`src/sloc_pkg.sv`:
```
package sloc_pkg;
  // ----------------------------------------------------------------
  // widths
  // ----------------------------------------------------------------
  localparam int DATA_W     = 8;
  localparam int ADDR_W     = 8;
  localparam int CNT_W      = 20;
  localparam int ERR_W      = 5;
  localparam int FIFO_DEPTH = 4;
  localparam int STREAM_W   = DATA_W + 4;
  // ----------------------------------------------------------------
  // register offsets
  // ----------------------------------------------------------------
  localparam logic [7:0] ADDR_MASTER    = 8'h00;
  localparam logic [7:0] ADDR_TX_SCR    = 8'h14;
  localparam logic [7:0] ADDR_TX_SOH    = 8'h15;
  localparam logic [7:0] ADDR_RX_STAT   = 8'h18;
  localparam logic [7:0] ADDR_RX_IRQ    = 8'h19;
  localparam logic [7:0] ADDR_B2_LOW    = 8'h1A;
  localparam logic [7:0] ADDR_B2_MID    = 8'h1B;
  localparam logic [7:0] ADDR_B2_HIGH   = 8'h1C;
  localparam logic [7:0] ADDR_FEBE_LOW  = 8'h1D;
  localparam logic [7:0] ADDR_FEBE_MID  = 8'h1E;
  localparam logic [7:0] ADDR_FEBE_HIGH = 8'h1F;
  localparam logic [7:0] ADDR_TX_RDI    = 8'h20;
  localparam logic [7:0] ADDR_TX_B2FLIP = 8'h21;
  localparam logic [7:0] ADDR_TX_K1     = 8'h24;
  localparam logic [7:0] ADDR_TX_K2     = 8'h25;
  localparam logic [7:0] ADDR_RX_K1     = 8'h26;
  localparam logic [7:0] ADDR_RX_K2     = 8'h27;
  // ----------------------------------------------------------------
  // field positions
  // ----------------------------------------------------------------
  localparam int BIT_SCR_OFF    = 6;
  localparam int BIT_ALARM_INS  = 0;
  localparam int BIT_LOS_INS    = 2;
  localparam int BIT_B1_INV     = 1;
  localparam int BIT_FR_ERR     = 0;
  localparam int BIT_BLOCK_MODE = 7;
  localparam int BIT_ALARM_ST   = 1;
  localparam int BIT_RDI_ST     = 0;
  localparam int BIT_IEN_LO     = 4;
  localparam int BIT_RDI_INS    = 0;
  localparam int BIT_B2_INV     = 0;
  // flag / enable order inside the 4-bit groups: febe, b2, alarm, rdi
  localparam int FL_FEBE  = 3;
  localparam int FL_B2    = 2;
  localparam int FL_ALARM = 1;
  localparam int FL_RDI   = 0;
  // ----------------------------------------------------------------
  // reset values and constants
  // ----------------------------------------------------------------
  localparam logic [7:0] RST_BYTE     = 8'h00;
  localparam logic [7:0] A1_MSB_MASK  = 8'h80;
  localparam logic [7:0] ALL_ONES     = 8'hFF;
  localparam logic [2:0] K2_RDI_CODE  = 3'h6;
  localparam logic [6:0] SCR_SEED     = 7'h7F;
  localparam logic [ERR_W-1:0] B2_MAX_STS1 = 5'h08;
  localparam logic [ERR_W-1:0] B2_MAX_STS3 = 5'h18;
  localparam logic [1:0] K_PERSIST    = 2'h3;
  // ----------------------------------------------------------------
  // transmit byte classes
  // ----------------------------------------------------------------
  typedef enum logic [2:0] {
    CLS_PAYLOAD = 3'b000,
    CLS_SOH     = 3'b001,
    CLS_A1      = 3'b010,
    CLS_NOSCR   = 3'b011,
    CLS_B1      = 3'b100,
    CLS_B2      = 3'b101,
    CLS_K1      = 3'b110,
    CLS_K2      = 3'b111
  } sloc_class_t;
endpackage

```
`src/sloc_stream_if.sv`:
```
interface sloc_stream_if #(parameter int W = 12) ();
  logic [W-1:0] data;
  logic         valid;
  logic         ready;
  modport src (output data, output valid, input ready);
  modport snk (input data, input valid, output ready);
endinterface

```
`src/sloc_fifo.sv`:
```
module sloc_fifo #(
  parameter int WIDTH = 12,
  parameter int DEPTH = 4
) (
  input wire logic         clk,
  input wire logic         rst,
  sloc_stream_if.snk       inPort,
  sloc_stream_if.src       outPort
);
  import sloc_pkg::*;
  localparam int PW = (DEPTH > 1) ? $clog2(DEPTH) : 1;
  localparam logic [PW:0] DEPTH_C = (PW + 1)'(DEPTH);

  logic [WIDTH-1:0] mem [DEPTH];
  logic [PW-1:0]    wrPtr_reg;
  logic [PW-1:0]    rdPtr_reg;
  logic [PW:0]      count_reg;
  logic [PW:0]      count_next;
  logic             ready_reg;
  logic             push;
  logic             pop;

  assign push         = inPort.valid && ready_reg;
  assign pop          = outPort.ready && (count_reg != '0);
  assign inPort.ready = ready_reg;
  assign outPort.valid = (count_reg != '0);
  assign outPort.data = mem[rdPtr_reg];

  always_comb begin
    count_next = count_reg + (PW + 1)'(push) - (PW + 1)'(pop);
  end

  always_ff @(posedge clk) begin
    if (push) begin
      mem[wrPtr_reg] <= inPort.data;
    end
  end

  // ready comes from a flop so the upstream never sees a combinational path
  always_ff @(posedge clk) begin
    if (rst) begin
      wrPtr_reg <= '0;
      rdPtr_reg <= '0;
      count_reg <= '0;
      ready_reg <= 1'b0;
    end else begin
      if (push) wrPtr_reg <= (wrPtr_reg == PW'(DEPTH - 1)) ? '0 : wrPtr_reg + 1'b1;
      if (pop) rdPtr_reg <= (rdPtr_reg == PW'(DEPTH - 1)) ? '0 : rdPtr_reg + 1'b1;
      count_reg <= count_next;
      ready_reg <= (count_next < DEPTH_C);
    end
  end

  a_fifo_no_overflow: assert property (@(posedge clk) disable iff (rst)
    count_reg <= DEPTH_C) else $error("fifo count above depth");
endmodule

```
`src/sloc_poll_counter.sv`:
```
module sloc_poll_counter #(
  parameter int CW = 20,
  parameter int IW = 5
) (
  input  wire logic          clk,
  input  wire logic          rst,
  input  wire logic          incValid,
  input  wire logic [IW-1:0] incAmount,
  input  wire logic          poll,
  output logic [CW-1:0]      heldCount
);
  import sloc_pkg::*;
  logic [CW-1:0] live_reg;
  logic [CW-1:0] held_reg;
  logic [CW-1:0] inc;

  assign inc       = incValid ? CW'(incAmount) : '0;
  assign heldCount = held_reg;

  // a coincident event goes into the fresh accumulation, never dropped
  always_ff @(posedge clk) begin
    if (rst) begin
      live_reg <= '0;
      held_reg <= '0;
    end else if (poll) begin
      held_reg <= live_reg;
      live_reg <= inc;
    end else begin
      live_reg <= live_reg + inc;
    end
  end

  a_poll_holds: assert property (@(posedge clk) disable iff (rst)
    poll |=> held_reg == $past(live_reg)) else $error("poll did not hold count");
  a_poll_keeps_event: assert property (@(posedge clk) disable iff (rst)
    poll && incValid |=> live_reg == CW'($past(incAmount))) else $error("event lost");
endmodule

```
`src/sloc_top.sv`:
```
// What this block does
// - scrambler-disable bit set sends frame unscrambled; clear means scrambling active.
// - line alarm insert forces non-section-overhead bits to one before scrambling.
// - signal-loss insert forces the whole transmit stream to zeros.
// - section parity invert flips the computed B1 byte.
// - framing-error insert flips A1 msb, sending 0x76 instead of 0xf6.
// - B2 block mode adds one per errored frame, else adds the frame's errors; FEBE always adds the errors.
// - per-error mode caps B2 errors at 8 (STS-1) or 24 (STS-3c).
// - read-only bits show current line alarm and line remote defect.
// - enabled events raise the interrupt output.
// - latched flags for FEBE, B2 error, alarm change and defect change.
// - reading the flag register clears all four flags.
// - 20-bit B2 error count read over three byte locations.
// - 20-bit far-end block error count read over three byte locations.
// - write to a counter byte or master address polls both counters.
// - a poll copies the count to a holding register and restarts at zero.
// - an event in the poll cycle is still counted.
// - master-address write polls every receive error counter of the chip.
// - remote defect insert sends 110 in K2's three low bits.
// - line parity invert flips the computed B2 byte.
// - programmed second protection byte goes out in every K2.
// - receive defects override K2's low four bits.
// - programmed first protection byte goes out in every K1.
// - received K1/K2 registers update after 3 equal consecutive frames.
module sloc_top (
  input  wire logic                    clk,
  input  wire logic                    rst,
  input  wire logic [sloc_pkg::ADDR_W-1:0] regAddr,
  input  wire logic [sloc_pkg::DATA_W-1:0] regWrData,
  input  wire logic                    regWrEn,
  input  wire logic                    regRdEn,
  output logic [sloc_pkg::DATA_W-1:0]  regRdData,
  input  wire logic [sloc_pkg::DATA_W-1:0] txInData,
  input  wire sloc_pkg::sloc_class_t   txInClass,
  input  wire logic                    txInSof,
  input  wire logic                    txInValid,
  output logic                         txInReady,
  output logic [sloc_pkg::DATA_W-1:0]  txOutData,
  output logic                         txOutValid,
  input  wire logic                    txOutReady,
  input  wire logic                    rxDefectOverride,
  input  wire logic [3:0]              rxDefectK2Low,
  input  wire logic                    rxLineAlarm,
  input  wire logic                    rxLineRdi,
  input  wire logic                    rxB2Valid,
  input  wire logic [sloc_pkg::ERR_W-1:0] rxB2Errors,
  input  wire logic                    rxFebeValid,
  input  wire logic [sloc_pkg::ERR_W-1:0] rxFebeErrors,
  input  wire logic                    stsThreeMode,
  input  wire logic                    rxKValid,
  input  wire logic [sloc_pkg::DATA_W-1:0] rxK1,
  input  wire logic [sloc_pkg::DATA_W-1:0] rxK2,
  output logic                         lineOhIrq,
  output logic                         pollAll
);
  import sloc_pkg::*;

  // ----------------------------------------------------------------
  // software registers
  // ----------------------------------------------------------------
  logic       scrOff_reg, alarmIns_reg, signal_loss_insert_reg, section_parity_invert_reg, frErr_reg;
  logic       blockMode_reg, rdiIns_reg, line_parity_invert_reg;
  logic [3:0] irqEn_reg;
  logic [3:0] flags_reg;
  logic [3:0] flags_next;
  logic [7:0] tx_protection_byte1_reg, tx_protection_byte2_reg;
  logic [7:0] rdData_reg;
  logic       irq_reg, pollAll_reg;
  logic       alarmState_reg, rdiState_reg;
  logic       wrHit, rdFlags, pollReq;

  assign wrHit   = regWrEn;
  assign rdFlags = regRdEn && (regAddr == ADDR_RX_IRQ);
  assign pollReq = regWrEn && ((regAddr == ADDR_MASTER) ||
                   ((regAddr >= ADDR_B2_LOW) && (regAddr <= ADDR_FEBE_HIGH)));

  always_ff @(posedge clk) begin
    if (rst) begin
      scrOff_reg    <= RST_BYTE[0];
      alarmIns_reg  <= RST_BYTE[0];
      signal_loss_insert_reg    <= RST_BYTE[0];
      section_parity_invert_reg     <= RST_BYTE[0];
      frErr_reg     <= RST_BYTE[0];
      blockMode_reg <= RST_BYTE[0];
      rdiIns_reg    <= RST_BYTE[0];
      line_parity_invert_reg     <= RST_BYTE[0];
      irqEn_reg     <= RST_BYTE[3:0];
      tx_protection_byte1_reg     <= RST_BYTE;
      tx_protection_byte2_reg     <= RST_BYTE;
    end else if (wrHit) begin
      case (regAddr)
        ADDR_TX_SCR: begin
          scrOff_reg   <= regWrData[BIT_SCR_OFF];
          alarmIns_reg <= regWrData[BIT_ALARM_INS];
        end
        ADDR_TX_SOH: begin
          signal_loss_insert_reg <= regWrData[BIT_LOS_INS];
          section_parity_invert_reg  <= regWrData[BIT_B1_INV];
          frErr_reg  <= regWrData[BIT_FR_ERR];
        end
        ADDR_RX_STAT:  blockMode_reg <= regWrData[BIT_BLOCK_MODE];
        ADDR_RX_IRQ:   irqEn_reg <= regWrData[BIT_IEN_LO +: 4];
        ADDR_TX_RDI:   rdiIns_reg <= regWrData[BIT_RDI_INS];
        ADDR_TX_B2FLIP: line_parity_invert_reg <= regWrData[BIT_B2_INV];
        ADDR_TX_K1:    tx_protection_byte1_reg <= regWrData;
        ADDR_TX_K2:    tx_protection_byte2_reg <= regWrData;
        default: begin
        end
      endcase
    end
  end

  // ----------------------------------------------------------------
  // receive line events and flags
  // ----------------------------------------------------------------
  logic [3:0] events;

  always_comb begin
    events           = 4'h0;
    events[FL_FEBE]  = rxFebeValid && (rxFebeErrors != '0);
    events[FL_B2]    = rxB2Valid && (rxB2Errors != '0);
    events[FL_ALARM] = (rxLineAlarm != alarmState_reg);
    events[FL_RDI]   = (rxLineRdi != rdiState_reg);
    // set wins over the read clear so an event in the read cycle survives
    flags_next = (rdFlags ? 4'h0 : flags_reg) | events;
  end

  always_ff @(posedge clk) begin
    if (rst) begin
      alarmState_reg <= 1'b0;
      rdiState_reg   <= 1'b0;
      flags_reg      <= 4'h0;
      irq_reg        <= 1'b0;
    end else begin
      alarmState_reg <= rxLineAlarm;
      rdiState_reg   <= rxLineRdi;
      flags_reg      <= flags_next;
      irq_reg        <= |(flags_next & irqEn_reg);
    end
  end

  // ----------------------------------------------------------------
  // line error counters
  // ----------------------------------------------------------------
  logic [ERR_W-1:0] b2Cap, b2Amount;
  logic [CNT_W-1:0] b2Held, febeHeld;

  always_comb begin
    b2Cap = stsThreeMode ? B2_MAX_STS3 : B2_MAX_STS1;
    if (blockMode_reg) begin
      b2Amount = (rxB2Errors != '0) ? ERR_W'(1) : '0;
    end else begin
      b2Amount = (rxB2Errors > b2Cap) ? b2Cap : rxB2Errors;
    end
  end

  sloc_poll_counter #(.CW(CNT_W), .IW(ERR_W)) b2Counter (
    .clk       (clk),
    .rst       (rst),
    .incValid  (rxB2Valid),
    .incAmount (b2Amount),
    .poll      (pollReq),
    .heldCount (b2Held)
  );

  sloc_poll_counter #(.CW(CNT_W), .IW(ERR_W)) febeCounter (
    .clk       (clk),
    .rst       (rst),
    .incValid  (rxFebeValid),
    .incAmount (rxFebeErrors),
    .poll      (pollReq),
    .heldCount (febeHeld)
  );

  // the rest of the chip's counters listen to this strobe
  always_ff @(posedge clk) begin
    if (rst) begin
      pollAll_reg <= 1'b0;
    end else begin
      pollAll_reg <= regWrEn && (regAddr == ADDR_MASTER);
    end
  end

  // ----------------------------------------------------------------
  // received protection bytes
  // ----------------------------------------------------------------
  logic [7:0] kIn   [2];
  logic [7:0] kCand_reg [2];
  logic [1:0] kCnt_reg  [2];
  logic [7:0] kAcc_reg  [2];

  assign kIn[0] = rxK1;
  assign kIn[1] = rxK2;

  for (genvar g = 0; g < 2; g++) begin : gKeep
    always_ff @(posedge clk) begin
      if (rst) begin
        kCand_reg[g] <= RST_BYTE;
        kCnt_reg[g]  <= 2'h0;
        kAcc_reg[g]  <= RST_BYTE;
      end else if (rxKValid) begin
        if (kIn[g] == kCand_reg[g]) begin
          if (kCnt_reg[g] < K_PERSIST) kCnt_reg[g] <= kCnt_reg[g] + 2'h1;
          if (kCnt_reg[g] == K_PERSIST - 2'h1) kAcc_reg[g] <= kIn[g];
        end else begin
          kCand_reg[g] <= kIn[g];
          kCnt_reg[g]  <= 2'h1;
        end
      end
    end
  end

  // ----------------------------------------------------------------
  // register read port
  // ----------------------------------------------------------------
  always_ff @(posedge clk) begin
    if (rst) begin
      rdData_reg <= RST_BYTE;
    end else if (regRdEn) begin
      case (regAddr)
        ADDR_TX_SCR:    rdData_reg <= {1'b0, scrOff_reg, 5'h00, alarmIns_reg};
        ADDR_TX_SOH:    rdData_reg <= {5'h00, signal_loss_insert_reg, section_parity_invert_reg, frErr_reg};
        ADDR_RX_STAT:   rdData_reg <= {blockMode_reg, 5'h00, alarmState_reg, rdiState_reg};
        ADDR_RX_IRQ:    rdData_reg <= {irqEn_reg, flags_reg};
        ADDR_B2_LOW:    rdData_reg <= b2Held[7:0];
        ADDR_B2_MID:    rdData_reg <= b2Held[15:8];
        ADDR_B2_HIGH:   rdData_reg <= {4'h0, b2Held[19:16]};
        ADDR_FEBE_LOW:  rdData_reg <= febeHeld[7:0];
        ADDR_FEBE_MID:  rdData_reg <= febeHeld[15:8];
        ADDR_FEBE_HIGH: rdData_reg <= {4'h0, febeHeld[19:16]};
        ADDR_TX_RDI:    rdData_reg <= {7'h00, rdiIns_reg};
        ADDR_TX_B2FLIP: rdData_reg <= {7'h00, line_parity_invert_reg};
        ADDR_TX_K1:     rdData_reg <= tx_protection_byte1_reg;
        ADDR_TX_K2:     rdData_reg <= tx_protection_byte2_reg;
        ADDR_RX_K1:     rdData_reg <= kAcc_reg[0];
        ADDR_RX_K2:     rdData_reg <= kAcc_reg[1];
        default:        rdData_reg <= RST_BYTE;
      endcase
    end
  end

  // ----------------------------------------------------------------
  // transmit path
  // ----------------------------------------------------------------
  sloc_stream_if #(.W(STREAM_W)) fifoIn ();
  sloc_stream_if #(.W(STREAM_W)) fifoOut ();

  assign fifoIn.data  = {txInSof, txInClass, txInData};
  assign fifoIn.valid = txInValid;
  assign txInReady    = fifoIn.ready;

  sloc_fifo #(.WIDTH(STREAM_W), .DEPTH(FIFO_DEPTH)) txFifo (
    .clk     (clk),
    .rst     (rst),
    .inPort  (fifoIn.snk),
    .outPort (fifoOut.src)
  );

  function automatic logic [14:0] scrStep(input logic [6:0] s);
    logic [6:0] st;
    logic [7:0] mask;
    st   = s;
    mask = 8'h00;
    for (int i = 7; i >= 0; i--) begin
      mask[i] = st[6];
      st      = {st[5:0], st[6] ^ st[5]};
    end
    return {st, mask};
  endfunction

  logic [6:0]  ctrlBits, activeCtrl_reg, effCtrl;
  logic        effScrOff, effAlarm, effLos, effB1Inv, effFrErr, effRdi, effB2Inv;
  logic [7:0]  headData, modByte, outByte;
  sloc_class_t headClass;
  logic        headSof, pop, sofPop, scrambled;
  logic [6:0]  scrState_reg, scrBase;
  logic [14:0] scrRes;
  logic [7:0]  txData_reg;
  logic        txValid_reg;

  assign headData  = fifoOut.data[DATA_W-1:0];
  assign headClass = sloc_class_t'(fifoOut.data[DATA_W +: 3]);
  assign headSof   = fifoOut.data[STREAM_W-1];
  assign fifoOut.ready = !txValid_reg || txOutReady;
  assign pop       = fifoOut.valid && fifoOut.ready;
  assign sofPop    = pop && headSof;
  assign ctrlBits  = {scrOff_reg, alarmIns_reg, signal_loss_insert_reg, section_parity_invert_reg,
                      frErr_reg, rdiIns_reg, line_parity_invert_reg};
  // controls only switch on the first byte of a frame
  assign effCtrl   = sofPop ? ctrlBits : activeCtrl_reg;
  assign {effScrOff, effAlarm, effLos, effB1Inv, effFrErr, effRdi, effB2Inv} = effCtrl;
  // framing row bytes stay in the clear
  assign scrambled = (headClass != CLS_A1) && (headClass != CLS_NOSCR);
  assign scrBase   = headSof ? SCR_SEED : scrState_reg;
  assign scrRes    = scrStep(scrBase);

  always_comb begin
    modByte = headData;
    case (headClass)
      CLS_A1: modByte = effFrErr ? (headData ^ A1_MSB_MASK) : headData;
      CLS_B1: modByte = effB1Inv ? ~headData : headData;
      CLS_B2: modByte = effB2Inv ? ~headData : headData;
      CLS_K1: modByte = tx_protection_byte1_reg;
      CLS_K2: begin
        modByte = tx_protection_byte2_reg;
        if (effRdi) modByte[2:0] = K2_RDI_CODE;
        if (rxDefectOverride) modByte[3:0] = rxDefectK2Low;
      end
      default: modByte = headData;
    endcase
    // line alarm covers everything but section overhead, ahead of the scrambler
    if (effAlarm && (headClass inside {CLS_PAYLOAD, CLS_B2, CLS_K1, CLS_K2})) begin
      modByte = ALL_ONES;
    end
    outByte = (scrambled && !effScrOff) ? (modByte ^ scrRes[7:0]) : modByte;
    if (effLos) outByte = 8'h00;
  end

  always_ff @(posedge clk) begin
    if (rst) begin
      activeCtrl_reg <= 7'h00;
      scrState_reg   <= SCR_SEED;
    end else if (pop) begin
      activeCtrl_reg <= effCtrl;
      if (scrambled) scrState_reg <= scrRes[14:8];
      else if (headSof) scrState_reg <= SCR_SEED;
    end
  end

  always_ff @(posedge clk) begin
    if (rst) begin
      txData_reg  <= 8'h00;
      txValid_reg <= 1'b0;
    end else if (fifoOut.ready) begin
      txValid_reg <= fifoOut.valid;
      if (pop) txData_reg <= outByte;
    end
  end

  assign txOutData  = txData_reg;
  assign txOutValid = txValid_reg;
  assign regRdData  = rdData_reg;
  assign lineOhIrq  = irq_reg;
  assign pollAll    = pollAll_reg;

  // ----------------------------------------------------------------
  // checks
  // ----------------------------------------------------------------
  a_los_all_zero: assert property (@(posedge clk) disable iff (rst)
    pop && effLos |=> txOutData == 8'h00) else $error("loss insert not zero");
  a_scr_bypass: assert property (@(posedge clk) disable iff (rst)
    pop && effScrOff && !effLos && !effAlarm && headClass == CLS_PAYLOAD
    |=> txOutData == $past(headData)) else $error("scrambler not bypassed");
  a_alarm_ones: assert property (@(posedge clk) disable iff (rst)
    pop && effAlarm && effScrOff && !effLos && headClass == CLS_PAYLOAD
    |=> txOutData == ALL_ONES) else $error("line alarm not all ones");
  a_a1_flip: assert property (@(posedge clk) disable iff (rst)
    pop && effFrErr && !effLos && headClass == CLS_A1
    |=> txOutData == ($past(headData) ^ A1_MSB_MASK)) else $error("A1 msb not flipped");
  a_b1_invert: assert property (@(posedge clk) disable iff (rst)
    pop && effB1Inv && effScrOff && !effLos && headClass == CLS_B1
    |=> txOutData == ~$past(headData)) else $error("B1 not inverted");
  a_k2_rdi_code: assert property (@(posedge clk) disable iff (rst)
    pop && effRdi && effScrOff && !effLos && !effAlarm && !rxDefectOverride
    && headClass == CLS_K2 |=> txOutData[2:0] == K2_RDI_CODE) else $error("K2 rdi code");
  a_flags_cleared: assert property (@(posedge clk) disable iff (rst)
    rdFlags && events == 4'h0 |=> flags_reg == 4'h0) else $error("flags not cleared");
  a_master_poll: assert property (@(posedge clk) disable iff (rst)
    regWrEn && regAddr == ADDR_MASTER |=> pollAll ##1 !pollAll) else $error("poll strobe");
  a_ctrl_at_frame: assert property (@(posedge clk) disable iff (rst)
    !sofPop |=> activeCtrl_reg == $past(activeCtrl_reg)) else $error("ctrl changed mid frame");
endmodule

```
`config.mk`:
```
export PLATFORM = sky130hd
export DESIGN_NAME = sloc_top
export DESIGN_NICKNAME = d
export VERILOG_FILES = /design/src/sloc_pkg.sv /design/src/sloc_stream_if.sv /design/src/sloc_fifo.sv /design/src/sloc_poll_counter.sv /design/src/sloc_top.sv
export SDC_FILE = /design/constraint.sdc
export NUM_CORES = 1
export LEC_CHECK = 0
export ABC_AREA = 1
export ABC_CLOCK_PERIOD_IN_PS = 2700
export BUFFER_PORTS_ARGS = -buffer_cell sky130_fd_sc_hd__buf_2
export CAP_MARGIN = 10
export CORE_ASPECT_RATIO = 1.5
export CORE_MARGIN = 2
export CORE_UTILIZATION = 40
export CTS_CLUSTER_DIAMETER = 40
export DETAILED_ROUTE_END_ITERATION = 16
export GPL_TIMING_DRIVEN = 0
export PLACE_DENSITY_LB_ADDON = 0.25
export SLEW_MARGIN = 10
export SYNTH_ARGS = -nofsm -noshare
export SYNTH_HDL_FRONTEND = slang
export SYNTH_SLANG_ARGS = --single-unit
```
`constraint.sdc`:
```
create_clock -name clk -period 2.7 [get_ports clk]
set_input_delay 0.27 -clock clk [delete_from_list [all_inputs] [get_ports clk]]
set_output_delay 0.27 -clock clk [all_outputs]
set_load 0.02 [all_outputs]
```
==> Word level (Yosys, flattened, before mapping) <==
Memory sizes are Yosys's and may differ from the RTL's. A register that Yosys moved wholly into a read port is not among the register bits.
Cells that the tools add are included.
{ "op_classes": {"n_addsub": 8, "magnitude_cmp": 6, "n_eq_ne": 31, "muxes": 66, "bitwise": 21, "reduce_logical": 32} }
{ "op_table": {"columns": ["operator", "n"], "rows": [
  ["$pmux 8 s16", 1],
  ["$eq 8x5->1 const B", 10],
  ["$mux 8", 10],
  ["$eq 8x6->1 const B", 6],
  ["$add 20x20->20", 2],
  ["$mux 20", 2],
  ["$pmux 8 s5", 1],
  ["$mux 1", 33],
  ["$mux 5", 5],
  ["$mux 7", 3],
  ["$reduce_and 2->1", 9],
  ["$eq 8x8->1", 2],
  ["$mux 2", 8],
  ["$eq 3x3->1 const B", 4],
  ["$logic_and 1x1->1", 12],
  ["$reduce_bool 5->1", 2],
  ["$add 2x1->2 const B", 4],
  ["$eq 2x2->1 const B", 4],
  ["$ge 8x5->1 const B", 1],
  ["$le 8x5->1 const B", 1],
  ["$logic_not 8->1", 1],
  ["$mux 4", 2],
  ["$not 8->8", 1],
  ["$or 1x1->1", 8],
  ["other kinds (20)", 32]
]} }
{ "word_totals": {"ff_bits": 155, "ram_bits": 84, "inputBits": 71, "out_inout_bits": 20, "wordCells": 197, "n_memories": 4} }
{ "mem_list": {"columns": ["name", "depth", "word_bits", "rd", "rd_ports_with_merged_regs", "write_ports", "line_no", "text"], "rows": [
  ["txFifo.mem", 4, 12, 1, 1, 1, "sloc_fifo.sv:14", "logic [WIDTH-1:0] mem [DEPTH];"],
  ["kAcc_reg", 2, 8, 2, 0, 2, "sloc_top.sv:190", "logic [7:0] kAcc_reg [2];"],
  ["kCand_reg", 2, 8, 2, 0, 2, "sloc_top.sv:188", "logic [7:0] kCand_reg [2];"],
  ["kCnt_reg", 2, 2, 2, 0, 2, "sloc_top.sv:189", "logic [1:0] kCnt_reg [2];"]
]} }

==> Longest topological paths before layout <==
Gate-level depths: netlist (run 1).
{ "depth": {"word_depth": 12, "mapped_depth": 22, "mapped_depth_nobuf": 22} }

==> Cells and area by module <==
Synthesis (run 1) repeated with hierarchy kept, for this count alone.
{ "hier_totals": {"hier_cells": 1606, "area_unflattened_um2": 12223.0} }
{ "modules_own_cells": {"columns": ["mod", "n_inst", "cells_per_inst", "area_each_um2"], "rows": [
  ["sloc_top", 1, 875, 6133.4],
  ["sloc_fifo", 1, 183, 2290.9],
  ["sloc_poll_counter (b2Counter)", 1, 277, 1913.1],
  ["sloc_poll_counter (febeCounter)", 1, 271, 1885.6]
]} }

==> Worst setup path after synthesis (run 1) <==
OpenSTA, ideal clock, no wires.
{ "synth_path": {"path_kind": "input -> register", "startpoint": "input port stsThreeMode", "endpoint": "register b2Counter.live_reg[19]", "arrival_ns": 2.742, "path_slack_ns": -0.174, "path_stages": 22, "path_buffers": 0, "path_cell_list": "inv_1 > ha_1 > nand2_1 > inv_1 > o21ai_0 > inv_1 > o21ai_0 > a21oi_1 > ha_1 > nand2_1 > nor2_1 > nand2_1 > o211ai_1 > nand2_1 > nor3_1 > inv_1 > nor2_1 > nand4_1 > inv_1 > nand2_1 > nand2_1 > a21oi_1"} }
{ "synth_between": {"elab_chain_cells": 7} }
{ "synth_lines": {"columns": ["element", "line_no", "text"], "rows": [
  ["start, declared", "sloc_top.sv:49", "input wire logic stsThreeMode,"],
  ["$mux 5 (*)", "sloc_top.sv:149", "b2Cap = stsThreeMode ? B2_MAX_STS3 : B2_MAX_STS1;"],
  ["$gt 5x5->1", "sloc_top.sv:153", "b2Amount = (rxB2Errors > b2Cap) ? b2Cap : rxB2Errors;"],
  ["$mux 5 (*)", "sloc_top.sv:153", null],
  ["$mux 5 (*)", "sloc_top.sv:150", "if (blockMode_reg) begin"],
  ["$mux 5 (*)", "sloc_poll_counter.sv:17", "assign inc = incValid ? CW'(incAmount) : '0;"],
  ["$add 20x20->20 (*)", "sloc_poll_counter.sv:29", "live_reg <= live_reg + inc;"],
  ["$mux 20 (*)", "sloc_poll_counter.sv:25", "end else if (poll) begin"],
  ["end signal, assigned", "sloc_poll_counter.sv:27", "live_reg <= inc;"],
  ["end signal, assigned", "sloc_poll_counter.sv:29", null],
  ["end, declared", "sloc_poll_counter.sv:13", "logic [CW-1:0] live_reg;"]
]} }
Mark *: on every way between the ends. The rest lies on a longest branch, timed or not.
A chain may end at the register's enable or synchronous reset.

==> Worst setup path after layout (run 1) <==
{ "layout_path": {"startpoint": "input port rxB2Errors[4] (netlist bit)", "endpoint": "register b2Counter.live_reg[19]"} }
{ "layout_between": {"elab_chain_cells": 6, "elab_cells_between_ends": 8, "cone_classes": "add/sub: 1; order compare: 1; mux: 5; reduce/logical: 1"} }
{ "layout_lines": {"columns": ["element", "line_no", "text"], "rows": [
  ["start, declared", "sloc_top.sv:46", "input wire logic [sloc_pkg::ERR_W-1:0] rxB2Errors,"],
  ["$gt 5x5->1 / $reduce_bool 5->1 (equally long branches)", "sloc_top.sv:153, sloc_top.sv:151", null],
  ["$mux 5 / $mux 1 (equally long branches)", "sloc_top.sv:153, sloc_top.sv:151", null],
  ["$mux 5 (*)", "sloc_top.sv:150", null],
  ["$mux 5 (*)", "sloc_poll_counter.sv:17", null],
  ["$add 20x20->20 (*)", "sloc_poll_counter.sv:29", null],
  ["$mux 20 (*)", "sloc_poll_counter.sv:25", null]
]} }
Marked as above.

==> results of run 1 <==
-- synth_stat cells (4+ instances only) --
cell        n  area (um2)
xor2_1      7        61.3
o211ai_1    9        67.6
nand2_1   265         995
inv_1     187         702
nand3_1    80         400
or2_2      21         131
dfxtp_1   157        3140
xnor2_1     9        78.8
nand3b_1    4        30.0
clkbuf_1   23        86.3
ha_1       22         275
a221oi_1    9        78.8
nand2_2    10        62.6
o21ai_1    11        55.1
nand4_1    21         131
nor2_1    176         661
buf_6       4        45.0
nor3_1     17        85.1
buf_2       7        35.0
inv_2       4        15.0
o21ai_2     5        43.8
a21oi_1   132         661
buf_1       4        15.0
o22ai_1    19         119
o21ai_0   118         591
a211oi_1   11        82.6
nand2_4     4        45.0
edfxtp_1   84        2520
-- kinds of logic (layout without fill, tap and decap cells) --
family,count (synthesis),count (layout),share of synthesized area
flops,241,241,0.486
xor+xnor,17,17,0.0134
buf+inv,234,398,0.0798
other cells,0,3,0
fa+ha+maj,25,25,0.0288
compound gates,327,327,0.156
simple gates,620,620,0.236
-- how the worst max path moves through the flow --
stage	from	to
after floorplan	stsThreeMode	b2Counter.live_reg[14]$_SDFF_PP0_
after global placement	rxB2Errors[4]	b2Counter.live_reg[14]$_SDFF_PP0_
after detailed placement	rxB2Errors[4]	b2Counter.live_reg[14]$_SDFF_PP0_
after CTS	febeCounter.live_reg[0]$_SDFF_PP0_	febeCounter.live_reg[18]$_SDFF_PP0_
after global routing	stsThreeMode	b2Counter.live_reg[17]$_SDFF_PP0_
final	rxB2Errors[4]	b2Counter.live_reg[19]$_SDFF_PP0_
-- tightest hold or removal path: stages --
cell	delay (ps)
buf_2	90
o21ai_0	70
a21oi_1	100
-- per-layer routing --
| metal | part of all wire | GRT usage | up-vias |
|---|---|---|---|
| li1 | - | - | 5183 |
| met1 | 0.40 | 0.235 | 4819 |
| met2 | 0.52 | 0.399 | 234 |
| met3 | 0.044 | 0.0318 | 74 |
| met4 | 0.037 | 0.0811 | 4 |
| met5 | 0.00071 | 0 | - |
-- layout make-up --
| class | instances | area [um2] | area share |
|---|---|---|---|
| sequential | 241 | 5670 | 0.409 |
| clock inverter | 10 | 116 | 0.00841 |
| multi-input combinational | 989 | 5220 | 0.377 |
| clock buffer | 36 | 697 | 0.0504 |
| inverter | 193 | 729 | 0.0527 |
| tap | 390 | 488 | 0.0353 |
| buffer | 40 | 200 | 0.0145 |
| timing repair buffer | 119 | 711 | 0.0514 |
| antenna | 3 | 7.51 | 0.000542 |
-- power by group --
part / internal, mW / switching, mW
Combinational: 1.39 / 2.67
Sequential: 4.05 / 0.169
Clock: 2.00 / 1.45
Total: 7.44 / 4.28
-- stage by stage --
stage               setup WS [ps]  hold slack, ps
finish                        183            51.8
global route                -39.3            52.1
CTS                          67.1            47.0
detailed placement           -619             450
global placement             -580             444
floorplan                    24.9             369
-- what timing repair did --
| item | 4_1_cts | 5_1_grt |
|---|---|---|
| buffers inserted | 8 | 9 |
| resized for setup | 8 | 37 |
| pin swaps | 3 | 22 |
| setup endpoints to repair | 9 | 12 |
| hold buffers | 14 | 0 |
| endpoints found under the hold margin | 50 | 0 |
==> results.json, run 1 <==
{
  "status": "finished, final reports clean",
  "first_iter_violations": 579,
  "cts_max_level": 1,
  "n_fill_cell": 2844,
  "clkTransAtPathRegs_ps": 60,
  "die_h_um": 213,
  "grt_pass1_vias": 10100,
  "synth_area_per_cell_um2": 7.96,
  "gp_congestion": 0.975,
  "holdPathStages": 3,
  "grt_max_degree": 20,
  "power_leakage_nw": 5.68,
  "utilization": 0.482,
  "period_minus_slack_ps": 2520,
  "synth_flop_cell": "dfxtp_1",
  "layoutNonFillerInstCount": 2021,
  "grt_pass1_wl_um": 50700,
  "final_cell_mix": "259 x nand2_1, 180 x inv_1, 171 x nor2_1",
  "cts_root_buf": "clkbuf_16",
  "ys_types": 55,
  "synth_edf_count": 84,
  "grt_use_total": 0.211,
  "die-area_um2": 30600,
  "ant_nets": 0,
  "relSlewSlack": 0.190,
  "core_area_um2": 28700,
  "rows": 76,
  "holdPathEnd": "tx_protection_byte2_reg[3]$_SDFFE_PP0P_",
  "finalCritPeriodShare": 0.932,
  "setup_viol": 0,
  "drive_gt1_frac": 0.152,
  "top_register": "txFifo.mem",
  "drtPass1Iterations": 5,
  "placed_cells": 1942,
  "clkLatencyLatePin_ps": 530,
  "r2r_end": "b2Counter.live_reg[19]$_SDFF_PP0_",
  "worstSetupPathType": "in -> reg",
  "worstPathRequired_ps": 3100,
  "critPathLaunchType": "primary input",
  "crit_buf_inv": 5,
  "powerDensity_nw_per_um2": 847,
  "worstPathCellList": "buf_2 > ha_4 > nand2_1 > inv_1 > o21ai_4 > inv_2 > o21ai_2 > a21oi_2 > ha_1 > nand2_2 > nor2_2 > nand2_1 > o211ai_1 > nand2_2 > nor3_4 > inv_2 > nor2_4 > nand4_1 > inv_2 > nand2_1 > nand2_1 > a21oi_1",
  "placed_cell_area_um2": 12600,
  "crit_slowest_cell": "ha_1",
  "synth_nets": 1560,
  "r2r_start": "blockMode_reg$_SDFFE_PP0P_",
  "clock_path_buffers": 3,
  "worst-path-max-fanout": 4,
  "wirelength_um": 32500,
  "routed_via_density": 5.10,
  "async_flop_share": 0,
  "antenna_found_initial": 5,
  "wl_per_cell_um": 16.1,
  "cp_common_cell": "nand2_1",
  "holdCritPathClass": "in -> reg",
  "synth_seq_cells": 241,
  "route.detailed.drc": 0,
  "clock-sinks": 241,
  "r2r_setup_slack_ps": 200,
  "worstRegToRegCells": 15,
  "hold_viol_final": 0,
  "die_w_um": 143,
  "netlist_area_um2": 11700,
  "num_vias": 10300,
  "layout.nets": 1705,
  "max_cap_violations": 0,
  "final_common_cell": "nand2_1",
  "design.portCount": 91,
  "critical_path.max_stage_delay_ps": 330,
  "stdcell_area_um2": 13800,
  "holdCritStartpoint": "regWrData[3]",
  "synth_seq_area_share": 0.486,
  "syn_to_final_growth_pct": 18.7,
  "fmax_mhz": 397,
  "cts_tree": "done",
  "cp_num_cells": 22,
  "maxSlewViolCount": 0,
  "largest_reg_flops": 48,
  "numPortBuffers": 87,
  "crit_family": "simple AND/OR/NAND/NOR gates",
  "yosys_warnings": 0,
  "ir_worst_vdd_v": 0.000514,
  "arrival_ps": 2910,
  "skew_ps": 17.8,
  "synthCells": 1464,
  "total_power_mw": 11.7,
  "tightestPinTransition_ps": 1210,
  "end_kind": "flip-flop",
  "start_util": 0.406,
  "fin_setup_tns_ps": 0,
  "dp_hpwl_um": 24800,
  "cts_inserted_buffers": 25,
  "gr-total-overflow": 0
}
Power figures use the tool's default switching activity.
==> run 2: changes to the inputs <==
--- a/config.mk
+++ b/config.mk
@@ -10,7 +10,6 @@
 export BUFFER_PORTS_ARGS = -buffer_cell sky130_fd_sc_hd__buf_2
 export CAP_MARGIN = 10
 export CORE_ASPECT_RATIO = 1.5
-export CORE_MARGIN = 2
 export CORE_UTILIZATION = 40
 export CTS_CLUSTER_DIAMETER = 40
 export DETAILED_ROUTE_END_ITERATION = 16
@@ -19,4 +18,5 @@
 export SLEW_MARGIN = 10
 export SYNTH_ARGS = -nofsm -noshare
 export SYNTH_HDL_FRONTEND = slang
+export SYNTH_HIERARCHICAL = 1
 export SYNTH_SLANG_ARGS = --single-unit
==> run 2 against run 1 <==
Fmax fell by 0.45%; clock-buffer cell count rose by 8; power is 12% higher; critical path depth shrank 8; register-to-register slack got worse by 30 ps; final cell count up 7.9%; via count rose by 6.7%.
==> results.json, run 2 <==
{
  "status": "finished, final reports clean",
  "route.detailed.drc": 0,
  "cts_inserted_buffers": 34,
  "crit_family": "simple AND/OR/NAND/NOR gates",
  "cts_tree": "done",
  "design.portCount": 91,
  "clkTransAtPathRegs_ps": 60,
  "critical_path.max_stage_delay_ps": 470,
  "skew_ps": 19.3,
  "synth_top_cells_by_count": "371 x nand2_1, 196 x inv_1, 181 x nor2_1, 157 x dfxtp_1, 150 x nand3_1",
  "yosysTopAreaCell": "dfxtp_1",
  "synth_top_cell_area_share": 0.257,
  "die-area_um2": 31300,
  "crit_buf_inv": 5,
  "drive_gt1_frac": 0.141,
  "synth_seq_area_share": 0.464,
  "start_util": 0.405,
  "clock_path_buffers": 3,
  "syn_to_final_growth_pct": 19.2,
  "grt_pass1_wl_um": 54000,
  "synth_nets": 1702,
  "layout_setup_ws_ps": 171,
  "crit_slowest_cell": "dfxtp_1",
  "antenna_found_initial": 7,
  "cts_root_buf": "clkbuf_16",
  "utilization": 0.483,
  "fmax_mhz": 395,
  "end_kind": "flip-flop",
  "core_area_um2": 30200,
  "numPortBuffers": 89,
  "period_minus_slack_ps": 2530,
  "ant_nets": 0,
  "max_cap_violations": 0,
  "seqPwrFrac": 0.321,
  "worstPathCellList": "inv_2 > buf_6 > nor2_1 > o22ai_4 > buf_4 > or2_2 > nand2_1 > o21a_1 > inv_1 > nor2_1 > inv_1 > nand3_1 > nand3_2 > a21oi_2",
  "layout.nets": 1847,
  "gr-total-overflow": 0,
  "wl_per_cell_um": 15.4,
  "worstPathRequired_ps": 3150,
  "setup_viol": 0,
  "p_clk_frac": 0.348,
  "n_fill_cell": 3001,
  "worst-path-max-fanout": 10,
  "placed_cells": 2095,
  "num_vias": 11000,
  "grt_max_degree": 17,
  "final_cell_mix": "371 x nand2_1, 196 x inv_1, 180 x nor2_1",
  "internal_power_mw": 8.36,
  "switchingPower_mw": 4.74,
  "top_register": "txFifo/mem",
  "powerDensity_nw_per_um2": 899,
  "worstSetupPathType": "reg -> reg",
  "routed_via_density": 5.05,
  "post-place-ws_ps": -245,
  "synth_area_per_cell_um2": 7.61,
  "async_flop_share": 0,
  "maxSlewViolCount": 0,
  "ir_worst_vdd_v": 0.000434,
  "holdCritPathClass": "in -> reg",
  "swShare": 0.362,
  "tightestPinTransition_ps": 1140,
  "clkLatencyLatePin_ps": 510,
  "synth_area_leaders": "dfxtp_1 26%, edfxtp_1 21%, nand2_1 11%",
  "finalCritPeriodShare": 0.937,
  "die_h_um": 216,
  "hold_viol_final": 0,
  "layoutNonFillerInstCount": 2181,
  "drtPass1Iterations": 5,
  "relSlewSlack": 0.235,
  "final_common_cell": "nand2_1",
  "synthCells": 1606,
  "rows": 78,
  "power_leakage_nw": 6.19,
  "largest_reg_flops": 48,
  "ys_types": 50,
  "synth_flop_cell": "dfxtp_1",
  "grt_use_total": 0.223,
  "dp_hpwl_um": 25600,
  "cts_max_level": 2,
  "netlist_area_um2": 12200,
  "die_w_um": 145,
  "synth_most_common_cell": "nand2_1",
  "yosys_warnings": 6,
  "critPathLaunchType": "flip-flop",
  "first_iter_violations": 484,
  "wirelength_um": 33700,
  "combinationalPowerShare": 0.331,
  "gp_congestion": 0.914,
  "synth_edf_count": 84,
  "arrival_ps": 2970,
  "synth_seq_cells": 241,
  "clock-sinks": 241,
  "grt_pass1_vias": 10900
}
## run 2: timing repair
| item | 4_1_cts | 5_1_grt |
|---|---|---|
| hold buffers | 14 | 0 |
| resized for setup | 2 | 7 |
| setup buffers | 0 | 6 |
| endpoints found under the setup margin | 8 | 9 |
| hold endpoints to repair | 50 | 0 |
| pin swaps | 0 | 3 |
## run 2: worst paths after layout
check	depth (start not counted)	start	slack (ps)	endpoint
max	14	flip-flop	170	txOutData[0]$_SDFFE_PP0P_
min	3	txInValid	40	txFifo/wrPtr_reg[0]$_SDFFE_PP0P_
max reg2reg	14	flip-flop	170	txOutData[0]$_SDFFE_PP0P_
min reg2reg	2	b2Counter/heldCount[18]$_SDFFE_PP0P_	440	b2Counter/heldCount[18]$_SDFFE_PP0P_
## run 2: area by class of cell
cell class / count / area [um2] / share of cell area
clock inverters: 18 / 208 / 0.0143
flip-flops and latches: 241 / 5670 / 0.389
inverters: 204 / 769 / 0.0528
plain buffers: 37 / 198 / 0.0136
diodes: 4 / 10.0 / 0.000687
clock buffers: 44 / 962 / 0.0660
well taps: 400 / 500 / 0.0343
repair buffers: 109 / 631 / 0.0433
multi-input cells: 1124 / 5630 / 0.386
## run 2: per-stage QoR
step / cell area (um2) / hold WS [ps] / power, mW / TNS [ps]
3_5_place_dp: 13200 / 433 / 8.44 / -1340
3_3_place_gp: 13200 / 430 / 8.35 / -1190
6_report: 14600 / 44.1 / 13.1 / 0
5_1_grt: 14600 / 41.6 / 14.0 / -48.8
2_1_floorplan: 12200 / 337 / 7.38 / 0
4_1_cts: 14500 / 23.1 / 13.1 / 0
## run 2: metal layers
metal / up-vias / GRT usage / share of wire
li1: 5606 / - / -
met1: 5067 / 0.237 / 0.38
met2: 230 / 0.405 / 0.52
met3: 99 / 0.0440 / 0.049
met4: 6 / 0.118 / 0.051
met5: - / 0 / 0.0012
## run 2: cells by family after synthesis
group           after synthesis  share of synthesized area
xor+xnor                     18                     0.0129
fa+ha+maj                    25                     0.0274
simple gates                810                      0.298
flops                       241                      0.464
compound gates              271                      0.119
buf+inv                     241                     0.0791
## run 2: worst min-delay path, delay by kind of cell
kind / cells / cell delay (ps)
buffers and inverters: 1 / 100
AO/OA/AOI/OAI: 1 / 50
AND/OR/NAND/NOR: 1 / 80
## run 2: power groups by stage
stage               Clock (mW)  Combinational [mW]  Sequential, mW
global placement             0                4.08            4.27
detailed placement           0                4.16            4.28
finish                    4.56                4.34            4.20
CTS                       4.67                4.21            4.20
global route              4.83                4.90            4.24
floorplan                    0                3.09            4.29
==> run 3: changes to the inputs <==
--- a/config.mk
+++ b/config.mk
@@ -5,7 +5,7 @@
 export SDC_FILE = /design/constraint.sdc
 export NUM_CORES = 1
 export LEC_CHECK = 0
-export ABC_AREA = 1
+export ABC_AREA = 0
 export ABC_CLOCK_PERIOD_IN_PS = 2700
 export BUFFER_PORTS_ARGS = -buffer_cell sky130_fd_sc_hd__buf_2
 export CAP_MARGIN = 10
==> run 3 against run 2 <==
Clock power shrank 14%; wire length shrank 9.7%; sequential cell count is the same; critical path type unchanged; global-route usage shrank 1.6 points; critical path depth shrank 4; sequential power is essentially flat; power shrank 15%; largest power group is now registers; core utilization grew 0.89 points; sequential share of layout area grew 1.1 points.
==> results.json, run 3 <==
{
  "yosys_warnings": 6,
  "cts_max_level": 1,
  "die_h_um": 212,
  "total_power_mw": 11.1,
  "end_kind": "flip-flop",
  "synth_seq_cells": 241,
  "tightestPinTransition_ps": 740,
  "num_vias": 8817,
  "worst-path-max-fanout": 6,
  "final_common_cell": "dfxtp_1",
  "gp_congestion": 0.915,
  "synth_top_cell_area_share": 0.267,
  "wirelength_um": 30400,
  "design.portCount": 91,
  "largest_reg_flops": 48,
  "n_fill_cell": 2668,
  "synth_most_common_cell": "dfxtp_1",
  "skew_ps": 23.8,
  "core_area_um2": 28800,
  "ant_nets": 0,
  "start_util": 0.409,
  "layoutNonFillerInstCount": 1678,
  "rsz0062_at_grt": "true",
  "max_cap_violations": 0,
  "synth_top_family_by_area": "simple AND/OR/NAND/NOR gates",
  "synth_area_leaders": "dfxtp_1 27%, edfxtp_1 21%, mux2i_1 7.1%",
  "r2r_setup_slack_ps": 10,
  "numPortBuffers": 87,
  "grt_pass1_vias": 8888,
  "drive_gt1_frac": 0.201,
  "top_register": "txFifo/mem",
  "netlist_area_um2": 11800,
  "clkLatencyLatePin_ps": 560,
  "finalCritPeriodShare": 0.996,
  "synth-xor-area-share": 0.0555,
  "cts_tree": "done",
  "die_w_um": 142,
  "yosysTopAreaCell": "dfxtp_1",
  "syn_to_final_growth_pct": 20.5,
  "cts_root_buf": "clkbuf_16",
  "route.detailed.drc": 0,
  "synthMuxAreaShare": 0.131,
  "ir_worst_vdd_v": 0.000652,
  "async_flop_share": 0,
  "critPathLaunchType": "flip-flop",
  "stdcell_area_um2": 14200,
  "period_minus_slack_ps": 2690,
  "maxSlewViolCount": 0,
  "setup_viol": 0,
  "synthSimpleGateAreaFrac": 0.173,
  "status": "finished, final reports clean",
  "grt_max_degree": 15,
  "dp_hpwl_um": 22900,
  "synth_top_cells_by_count": "157 x dfxtp_1, 152 x nor2_1, 84 x edfxtp_1, 84 x mux2i_1, 45 x o21ai_0",
  "first_iter_violations": 401,
  "final_cell_mix": "155 x dfxtp_1, 151 x nor2_1, 102 x buf_2",
  "relSlewSlack": 0.507,
  "grt_use_total": 0.206,
  "antenna_cells": 0,
  "antenna_found_initial": 0,
  "worstSetupPathType": "reg -> reg",
  "die-area_um2": 30100,
  "synth-adder-area-share": 0.0285,
  "routed_via_density": 5.25,
  "powerDensity_nw_per_um2": 784,
  "synth_compound_area_frac": 0.102,
  "clkTransAtPathRegs_ps": 60,
  "placed_cell_area_um2": 12700,
  "holdPathEnd": "kAcc_reg[1][1]$_SDFFCE_PN0P_",
  "wl_per_cell_um": 18.1,
  "r2r_end": "txOutData[7]$_SDFFE_PP0P_",
  "rows": 76,
  "gr-total-overflow": 0,
  "synth_seq_area_share": 0.481,
  "holdCritStartpoint": "rxK2[1]",
  "synthCells": 1115,
  "synth_flop_cell": "dfxtp_1",
  "fmax_mhz": 372,
  "holdCritPathClass": "in -> reg",
  "holdPathStages": 2,
  "ys_types": 79,
  "power_leakage_nw": 5.44,
  "synth_area_per_cell_um2": 10.6,
  "arrival_ps": 3120,
  "clock_path_buffers": 3,
  "clock-sinks": 241,
  "layout.nets": 1361,
  "placed_cells": 1593,
  "hold_viol_final": 0,
  "synth_nets": 1211,
  "cts_inserted_buffers": 29,
  "synth_edf_count": 84,
  "grt_pass1_wl_um": 47900,
  "drtPass1Iterations": 5,
  "worstRegToRegCells": 10,
  "worstPathRequired_ps": 3130
}
[run 3: logic make-up (layout without fill, tap and decap cells)]
group                      after synthesis  in the layout
buffers and inverters                   79            252
and+or+nand+nor                        395            395
DFF                                    241            241
adders and majority gates               25             25
xor gates and xnor gates                73             73
AOI/OAI and AO/OA                      180            180
muxes                                  122            122
[run 3: worst max path at each step]
stage | start | end | slack, ps | cells after the start
2_1_floorplan | flip-flop | txOutData[7]$_SDFFE_PP0P_ | 60 | 10
3_3_place_gp | flip-flop | txOutData[5]$_SDFFE_PP0P_ | -480 | 10
3_5_place_dp | flip-flop | txOutData[5]$_SDFFE_PP0P_ | -490 | 10
4_1_cts | flip-flop | txOutData[0]$_SDFFE_PP0P_ | -0.6 | 10
5_1_grt | flip-flop | txOutData[7]$_SDFFE_PP0P_ | -90 | 10
6_report | flip-flop | txOutData[7]$_SDFFE_PP0P_ | 10 | 10
[run 3: routing by layer]
metal  track usage  wire, um  vias to the layer above
met5             0         0                        -
met4         0.131      1910                        0
met3        0.0268      1120                       83
met2         0.380     15900                      218
met1         0.220     11400                     4200
li1              -         -                     4316
[run 3: what timing repair did]
item / in CTS / in global routing
pin swaps: 5 / 7
gates resized for setup: 31 / 19
hold buffers: 19 / 0
hold endpoints to repair: 64 / 0
setup buffers: 9 / 5
setup endpoints to repair: 8 / 16
[run 3: metrics by stage]
stage	setup TNS, ps	worst slack (ps)	util	hold WS [ps]
2_1_floorplan	0	59.4	-	369
3_3_place_gp	-9670	-482	0.441	447
3_5_place_dp	-9650	-488	0.441	443
4_1_cts	-0.565	-0.565	0.489	14.5
5_1_grt	-252	-91.9	0.492	29.2
6_report	0	10.8	0.492	28.6
[run 3: cell type report]
| type | instances | area [um2] | area share |
|---|---|---|---|
| well taps | 390 | 488 | 0.0344 |
| inverters | 24 | 90.1 | 0.00635 |
| repair buffers | 121 | 743 | 0.0524 |
| flip-flops and latches | 241 | 5670 | 0.400 |
| clock buffers | 33 | 761 | 0.0536 |
| clock inverters | 21 | 220 | 0.0155 |
| plain buffers | 53 | 267 | 0.0188 |
| multi-input cells | 795 | 5940 | 0.419 |
[run 3: power breakdown]
group          switching, mW  internal [mW]  total (mW)
registers              0.178           3.99        4.17
logic                   1.65           1.35        3.00
clock network           1.60           2.34        3.94
total                   3.43           7.68        11.1
[run 3: worst max-delay path: stages, from the launching register on]
cell and delay (ps):
dfxtp_4 360, buf_12 130, mux4_2 370, buf_4 150
nand2_4 70, nor2_8 250, mux2i_4 400, mux2i_1 170
a2111oi_4 300, xor2_1 130, a22o_1 240
